--- config.mk ---
export PLATFORM = sky130hd
export DESIGN_NAME = cpu_status_flag_register
export DESIGN_NICKNAME = d
export VERILOG_FILES = /design/src/core/status_flags_pkg.sv /design/src/core/cpu_status_flag_register.sv
export VERILOG_INCLUDE_DIRS = /design/src /design/src/core
export SDC_FILE = /design/constraint.sdc
export NUM_CORES = 1
export LEC_CHECK = 0
export BUFFER_PORTS_ARGS = -buffer_cell sky130_fd_sc_hd__buf_4
export CORE_ASPECT_RATIO = 1.2
export CORE_UTILIZATION = 43
export CTS_BUF_LIST = sky130_fd_sc_hd__clkbuf_16
export DETAILED_ROUTE_END_ITERATION = 10
export PLACE_DENSITY_LB_ADDON = 0.1
export SLEW_MARGIN = 0
export SYNTH_ARGS = -nofsm -noshare
export SYNTH_HDL_FRONTEND = slang
export SYNTH_SLANG_ARGS = --single-unit
--- constraint.sdc ---
create_clock -name sys_clk -period 7.1 [get_ports sys_clk]
set_input_delay 2.13 -clock sys_clk [delete_from_list [all_inputs] [get_ports sys_clk]]
set_output_delay 2.13 -clock sys_clk [all_outputs]
set_load 0.02 [all_outputs]
--- src/core/status_flags_defs.svh ---
// constants for the core flag and bank select register
// assumes 9-bit file addresses from the execution logic
`ifndef STATUS_FLAGS_DEFS_SVH
`define STATUS_FLAGS_DEFS_SVH
// mirrored file addresses, one per bank
`define ALIAS_BANK0 9'h003
`define ALIAS_BANK1 9'h083
`define ALIAS_BANK2 9'h103
`define ALIAS_BANK3 9'h183
// field positions
`define INDIRECT_PAGE_BIT 7
`define DIRECT_PAGE_HI 6
`define DIRECT_PAGE_LO 5
`define WDOG_EXPIRY_BIT 4
`define SLEEP_ENTERED_BIT 3
`define ZERO_BIT 2
`define NIBBLE_OVF_BIT 1
`define CARRY_BIT 0
// bit whose carry-out feeds the nibble flag, and the byte msb
`define NIBBLE_MSB 3
`define BYTE_MSB 7
// power-up value, alu flags taken as zero
`define FLAGS_POR_VALUE 8'h18
`endif

--- src/core/status_flags_pkg.sv ---
// types shared by the core flag register and its surroundings
// assumes nothing beyond the instruction clock domain
package status_flags_pkg;
  // how the current instruction affects the alu flags
  typedef enum logic [2:0] {
    FLAG_NONE,
    FLAG_LOGIC,
    FLAG_ADD,
    FLAG_SUB,
    FLAG_ROTL,
    FLAG_ROTR
  } flag_op_e;
  // file register access from the execution unit
  typedef struct packed {
    logic [8:0] addr;
    logic rdEn;
    logic wrEn;
    logic [7:0] wrData;
  } file_req_s;
  // alu operands and the result of a logic operation
  typedef struct packed {
    flag_op_e op;
    logic [7:0] opA;
    logic [7:0] opB;
    logic [7:0] result;
  } alu_req_s;
  // reset-cause events, one-cycle pulses
  typedef struct packed {
    logic wdtKick;
    logic sleepExec;
    logic wdtTimeout;
  } core_event_s;
endpackage

--- src/core/cpu_status_flag_register.sv ---
// core flag and bank select register of the 8-bit core
// assumes the execution unit drives all requests on sys_clk
`include "status_flags_defs.svh"
module cpu_status_flag_register (
  input wire logic sys_clk,
  input wire logic reset,
  input wire logic warmReset,
  input wire status_flags_pkg::file_req_s fileReq,
  input wire status_flags_pkg::alu_req_s aluReq,
  input wire status_flags_pkg::core_event_s coreEvent,
  input wire logic [6:0] directOffset,
  input wire logic [7:0] indirectPtr,
  output logic [7:0] statusValue,
  output logic [7:0] readData_r,
  output logic readHit_r,
  output logic indirect_page_select,
  output logic [1:0] direct_page_select,
  output logic [8:0] directAddr,
  output logic [8:0] indirectAddr
);
  logic [7:0] status_r;
  logic [7:0] status_nxt;
  logic aliasHit;
  logic statusWrite;
  logic flagInstr;
  logic subMode;
  logic [7:0] addendB;
  logic [8:0] sum9;
  logic [4:0] nib5;
  logic zeroNxt;
  logic nibbleNxt;
  logic carryNxt;
  logic updZero;
  logic updNibble;
  logic updCarry;

  // any of the four bank mirrors selects the one register
  always_comb begin
    if (fileReq.addr == `ALIAS_BANK0) begin
      aliasHit = 1'b1;
    end else if (fileReq.addr == `ALIAS_BANK1) begin
      aliasHit = 1'b1;
    end else if (fileReq.addr == `ALIAS_BANK2) begin
      aliasHit = 1'b1;
    end else if (fileReq.addr == `ALIAS_BANK3) begin
      aliasHit = 1'b1;
    end else begin
      aliasHit = 1'b0;
    end
  end

  // an instruction may name this register as its destination
  assign statusWrite = fileReq.wrEn && aliasHit;
  assign flagInstr = aluReq.op != status_flags_pkg::FLAG_NONE;

  // subtract as add of two's complement of the second operand
  assign subMode = aluReq.op == status_flags_pkg::FLAG_SUB;
  assign addendB = subMode ? ~aluReq.opB : aluReq.opB;
  assign sum9 = {1'b0, aluReq.opA} + {1'b0, addendB}
    + {8'h00, subMode};
  assign nib5 = {1'b0, aluReq.opA[`NIBBLE_MSB:0]}
    + {1'b0, addendB[`NIBBLE_MSB:0]} + {4'h0, subMode};

  // flag values and which flags this instruction touches
  always_comb begin
    zeroNxt = 1'b0;
    nibbleNxt = 1'b0;
    carryNxt = 1'b0;
    updZero = 1'b0;
    updNibble = 1'b0;
    updCarry = 1'b0;
    case (aluReq.op)
      status_flags_pkg::FLAG_LOGIC: begin
        zeroNxt = aluReq.result == 8'h00;
        updZero = 1'b1;
      end
      status_flags_pkg::FLAG_ADD,
      status_flags_pkg::FLAG_SUB: begin
        zeroNxt = sum9[`BYTE_MSB:0] == 8'h00;
        nibbleNxt = nib5[4];
        carryNxt = sum9[8];
        updZero = 1'b1;
        updNibble = 1'b1;
        updCarry = 1'b1;
      end
      status_flags_pkg::FLAG_ROTL: begin
        carryNxt = aluReq.opA[`BYTE_MSB];
        updCarry = 1'b1;
      end
      status_flags_pkg::FLAG_ROTR: begin
        carryNxt = aluReq.opA[0];
        updCarry = 1'b1;
      end
      default: begin
        zeroNxt = 1'b0;
      end
    endcase
  end

  // next register value: writes, alu flags and reset-cause events
  always_comb begin
    status_nxt = status_r;
    if (statusWrite) begin
      status_nxt[`INDIRECT_PAGE_BIT] = fileReq.wrData[`INDIRECT_PAGE_BIT];
      status_nxt[`DIRECT_PAGE_HI] = fileReq.wrData[`DIRECT_PAGE_HI];
      status_nxt[`DIRECT_PAGE_LO] = fileReq.wrData[`DIRECT_PAGE_LO];
      // written alu flags are dropped when the instruction sets flags
      if (!flagInstr) begin
        status_nxt[`ZERO_BIT] = fileReq.wrData[`ZERO_BIT];
        status_nxt[`NIBBLE_OVF_BIT] = fileReq.wrData[`NIBBLE_OVF_BIT];
        status_nxt[`CARRY_BIT] = fileReq.wrData[`CARRY_BIT];
      end
    end
    if (updZero) begin
      status_nxt[`ZERO_BIT] = zeroNxt;
    end
    if (updNibble) begin
      status_nxt[`NIBBLE_OVF_BIT] = nibbleNxt;
    end
    if (updCarry) begin
      status_nxt[`CARRY_BIT] = carryNxt;
    end
    // reset-cause flags move only on events, never on writes
    if (coreEvent.wdtKick) begin
      status_nxt[`WDOG_EXPIRY_BIT] = 1'b1;
      status_nxt[`SLEEP_ENTERED_BIT] = 1'b1;
    end else if (coreEvent.sleepExec) begin
      status_nxt[`WDOG_EXPIRY_BIT] = 1'b1;
      status_nxt[`SLEEP_ENTERED_BIT] = 1'b0;
    end
    if (coreEvent.wdtTimeout) begin
      status_nxt[`WDOG_EXPIRY_BIT] = 1'b0;
    end
  end

  // register update; warm reset clears only the bank selects
  always_ff @(posedge sys_clk) begin
    if (reset) begin
      status_r <= `FLAGS_POR_VALUE;
    end else if (warmReset) begin
      status_r <= status_nxt;
      status_r[`INDIRECT_PAGE_BIT] <= 1'b0;
      status_r[`DIRECT_PAGE_HI] <= 1'b0;
      status_r[`DIRECT_PAGE_LO] <= 1'b0;
    end else begin
      status_r <= status_nxt;
    end
  end

  // read port, one cycle latency, zero when not addressed
  always_ff @(posedge sys_clk) begin
    if (reset) begin
      readData_r <= 8'h00;
      readHit_r <= 1'b0;
    end else begin
      readHit_r <= fileReq.rdEn && aliasHit;
      readData_r <= (fileReq.rdEn && aliasHit) ? status_r : 8'h00;
    end
  end

  // bank selection for direct and indirect addressing
  assign statusValue = status_r;
  assign indirect_page_select = status_r[`INDIRECT_PAGE_BIT];
  assign direct_page_select =
    status_r[`DIRECT_PAGE_HI:`DIRECT_PAGE_LO];
  assign directAddr = {direct_page_select, directOffset};
  assign indirectAddr = {indirect_page_select, indirectPtr};
endmodule // cpu_status_flag_register

# After elaboration in Yosys (flattened, before gate mapping)
# Index checks and enable logic that the tools add are counted.
# totals
output_inout_bits	38
input_bits	67
regBits	17
elab_cells	48
# classes
n_eq_ne	9
add_sub_neg	4
reduce_logical	10
bitwise	2
muxes	19
# ops
operator	count
equality test 9 bit, second input constant	2
zero test 8 bit	2
2-to-1 mux 1 bit	12
adder 8 x 8 -> 9 bit	1
adder 9 x 1 -> 9 bit	1
equality test 9 x 2 -> 1 bit, second input constant	1
equality test 9 x 8 -> 1 bit, second input constant	1
2-to-1 mux 8 bit	1
inverter 8 bit	1
equality test 3 x 2 -> 1 bit, second input constant	2
equality test 3 bit, second input constant	2
2-to-1 mux 3 bit	2
OR reduction 2 bit	3
adder 4 x 4 -> 5 bit	1
adder 5 x 1 -> 5 bit	1
2-to-1 mux 2 bit	2
OR reduction 4 bit	1
equality test 3 x 1 -> 1 bit, second input constant	1
one-hot mux 1 bit (3 select lines)	1
nonzero test 3 bit	1
OR reduction 3 bit	1
logical AND 1 bit	2
one-hot mux 1 bit (2 select lines)	1
inverter 1 bit	1

# Depth between registers and ports, before layout
# depth
ltp_word	8
depth_mapped	11
mapped_depth_nobuf	9

# Worst setup path after synthesis
# No wires, ideal clock.
# synth_timing
kind	input to output
startpoint	input port directOffset[0]
endpoint	output port directAddr[0]
t_required_ps	4970
path_buffers	1
path_slack_ps	2706
arrival_time_ps	2264
cell_stages	1
cell_sequence	buf_4
# synth_rtl
item	line	text
start: declaration	cpu_status_flag_register.sv:11	input wire logic [6:0] directOffset,
end: declaration	cpu_status_flag_register.sv:18	output logic [8:0] directAddr,
# No word-level cell between the ends.

# Worst setup path in the final report
# layout_timing
startpoint	input port aluReq[26] in the netlist's numbering
endpoint	register status_r[2], in the netlist statusValue[2]
# layout_between
elab_chain_len	7
word_cells_on_any_way	15
cone_classes	2 x add/sub; 3 x eq/ne; 6 x mux; 4 x reduce/logical
# layout_rtl
item	line	text
start: declaration	cpu_status_flag_register.sv:9	input wire status_flags_pkg::alu_req_s aluReq,
equality test 3 x 2 -> 1 bit	cpu_status_flag_register.sv:57, cpu_status_flag_register.sv:72	
2-to-1 mux 8 bit	cpu_status_flag_register.sv:58	assign addendB = subMode ? ~aluReq.opB : aluReq.opB;
adder 8 x 8 -> 9 bit	cpu_status_flag_register.sv:59	assign sum9 = {1'b0, aluReq.opA} + {1'b0, addendB}
adder 9 x 1 -> 9 bit	cpu_status_flag_register.sv:60	+ {8'h00, subMode};
zero test 8 bit	cpu_status_flag_register.sv:79	zeroNxt = sum9[`BYTE_MSB:0] == 8'h00;
one-hot mux 1 bit (2 select lines)	cpu_status_flag_register.sv:72	case (aluReq.op)
2-to-1 mux 1 bit (*)	cpu_status_flag_register.sv:114	if (updZero) begin
end signal: assignment	cpu_status_flag_register.sv:139	status_r <= `FLAGS_POR_VALUE;
end signal: assignment	cpu_status_flag_register.sv:141	status_r <= status_nxt;
end signal: assignment	cpu_status_flag_register.sv:146	status_r <= status_nxt;
end: declaration	cpu_status_flag_register.sv:21	logic [7:0] status_r;
# Mark *: on every way between the ends. The rest lies on a longest branch, timed or not.
# A chain may end at the register's enable or synchronous reset.

==> results by group <==
Timing
  • Measured slew at the worst slew-check pin: 0.473 ns
  • Final Hold Vio Count: 0
  • Setup TNS Final: 0 ns
  • Max Slew Vio Count: 0
  • Minimum clock period: 4.49 ns
  • Setup-failing EPs final: 0
  • Clock Skews: 0.000314 ns
  • RSZ-0062 raised after global routing: no
  • Share of the clock period used by the worst path: 63.3%
  • Max_slew headroom: 68.1%
  • Fmax: 223 MHz

Clock tree
  • Worst-Skew Late Latency: 0.24 ns
  • Clock transition at the registers of the reported paths: 0.05 ns
  • Setup bufs post-CTS: 0
  • Num CTS Buffers: 3
  • CTS H-tree depth: 1
  • Root buf cell: clkbuf_16
  • CTS resizes: 0
  • Sink Count: 17
  • TritonCTS clock tree: yes
  • Cts hold-fix bufs: 0
  • Clk buf depth: 2

Setup path
  • Crit end category: register
  • Worst Path Max Fanout: 12
  • CP Launch Type: input pin
  • Worst path arrival time: 4.65 ns
  • WS Path Type: in -> reg
  • Critical path required time: 7.25 ns

Detailed routing
  • WL per Instance: 13.2 um
  • Residual DRC: 0
  • ANT nets after route: 0
  • Initial DRC count: 18
  • Drt pass-1 iters: 4
  • Vias/cell: 5.22
  • Final WL: 3120 um
  • Via count: 1233

Logic synthesis
  • Gate Count Post-Synth: 155
  • Ys flop type: dfxtp_1
  • Seq/Total Area, Yosys: 25.3%
  • Number of synthesized flops with an enable pin: 0
  • Ys async rst share: 0%
  • Yosys cell types: 40
  • Synthesized area per cell: 8.69 um2
  • #FFs+latches synth: 17
  • Post-Synthesis Cell Area: 0.00135 mm2
  • Syn Nets: 232
  • Ys Warns: 0

Finish
  • Non-Filler Instances: 236
  • Antenna Cells: 0
  • Layout fillers: 246
  • Commonest non-fill, non-tap cell in the layout: buf_4
  • # nets final: 280
  • Most frequent cells in the layout: buf_4 (70), dfxtp_1 (17), inv_1 (10)
  • Area grow syn2layout: 34.6%
  • Final Util: 62.7%
  • Post-route cell area: 0.00181 mm2
  • Share of cells above drive strength 1: 39.1%

Power and ir drop
  • P_leak: 0.886 nW
  • Power Density: 161 mW/mm2
  • Final total power: 291 uW
  • Worst vdd ir: 122 uV

Placement
  • I/O Buffers: 70
  • Placed cells: 232
  • Area after DPL: 0.00173 mm2
  • DP HPWL: 2570 um
  • Gpl congestion: 0.771

Floorplan
  • Initial Util: 46.6%
  • FP Rows: 21
  • Die area: 0.00336 mm2
  • Placeable Area: 0.00289 mm2
  • Die height: 63.3 um
  • Die width: 53.1 um
  • Top Ports: 105

Global route
  • Vias in the first global route: 1219
  • Pin count of the biggest net entering global routing: 14
  • All-layer global routing usage: 19.3%
  • Antenna violations before repair: 0
  • First-pass GRT wire length: 4970 um
  • Total gr overflow: 0

Outcome
  • Outcome: completed

Worst hold path
  • HP Class: reg -> reg

Job
  • Number of max-cap violations: 0
-- Yosys cell counts (3+ instances only) --
cell type / instances / share of area (%)
xnor2_1: 9 / 5.9
xor2_1: 3 / 2.0
mux2i_1: 5 / 3.7
o21ai_0: 9 / 3.3
clkbuf_1: 4 / 1.1
dfxtp_1: 17 / 25
nor2_1: 5 / 1.4
buf_4: 21 / 12
ha_1: 9 / 8.4
nand2_1: 4 / 1.1
o21a_1: 4 / 2.2
o31ai_1: 3 / 1.7
nor3_1: 8 / 3.0
a21oi_1: 6 / 2.2
and2_1: 9 / 4.2
inv_1: 10 / 2.8
-- flip-flops by register name, summed over array words and instances (netlist names) --
name / cells
readData_r: 8
readHit_r: 1
statusValue: 8
-- layer usage --
layer  up-vias  share of wire (%)  GRT usage, %
li1        624                  -             -
met1       546                 37          19.6
met2        61                 54          36.2
met3         2                8.7          5.07
met4         0               0.32          5.92
met5         -                  0             0
-- worst max-delay path, cell delays in order --
cell,delay (ns)
buf_4,0.15
nand3b_1,0.43
xnor2_1,0.34
inv_1,0.09
fa_1,0.42
xor2_1,0.18
o311ai_0,0.14
a2111oi_0,0.41
nand4_1,0.14
o31ai_1,0.21
-- cell type report --
cell class	count	area [um2]	area share, %
Clock buffer	3	75.1	4.14
Clock inverter	1	5.00	0.276
Inverter	10	37.5	2.07
Multi-Input combinational cell	101	786	43.4
Sequential cell	17	340	18.8
Tap cell	34	42.5	2.35
Timing Repair Buffer	70	526	29.0
-- logic make-up (layout without fill, tap and decap cells) --
group | count (synthesis) | count (layout) | share of synthesized area (%)
flops | 17 | 17 | 25.3
mux | 5 | 5 | 3.72
compound gates | 36 | 36 | 18.3
fa+ha+maj | 10 | 10 | 9.85
xor+xnor | 12 | 12 | 7.81
buf+inv | 37 | 84 | 16.4
simple gates | 38 | 38 | 18.7
-- stage by stage --
step	setup slack (ns)	hold slack (ns)
after floorplan	2.71	0.543
after global placement	2.40	0.462
after detailed placement	2.34	0.471
after CTS	2.58	0.483
after global routing	2.31	0.500
final	2.61	0.481
-- path summary, 6_finish.rpt --
kind	startpoint	endpoint	slack [ns]	cells past startpoint
hold reg to reg	statusValue[4]$_SDFFE_PP1P_	readData_r[4]$_SDFF_PP0_	0.48	1
setup reg to reg	statusValue[2]$_SDFFE_PP0P_	statusValue[2]$_SDFFE_PP0P_	5.90	4
hold / removal	statusValue[4]$_SDFFE_PP1P_	readData_r[4]$_SDFF_PP0_	0.48	1
setup / recovery	aluReq[26]	statusValue[2]$_SDFFE_PP0P_	2.61	10
-- where the power goes --
| group | internal (mW) | switching (mW) |
|---|---|---|
| Sequential | 0.0975 | 0.00130 |
| Combinational | 0.0436 | 0.0394 |
| Clock | 0.0752 | 0.0340 |
| Total | 0.216 | 0.0748 |
No activity file was read; power rests on OpenSTA's default activity.
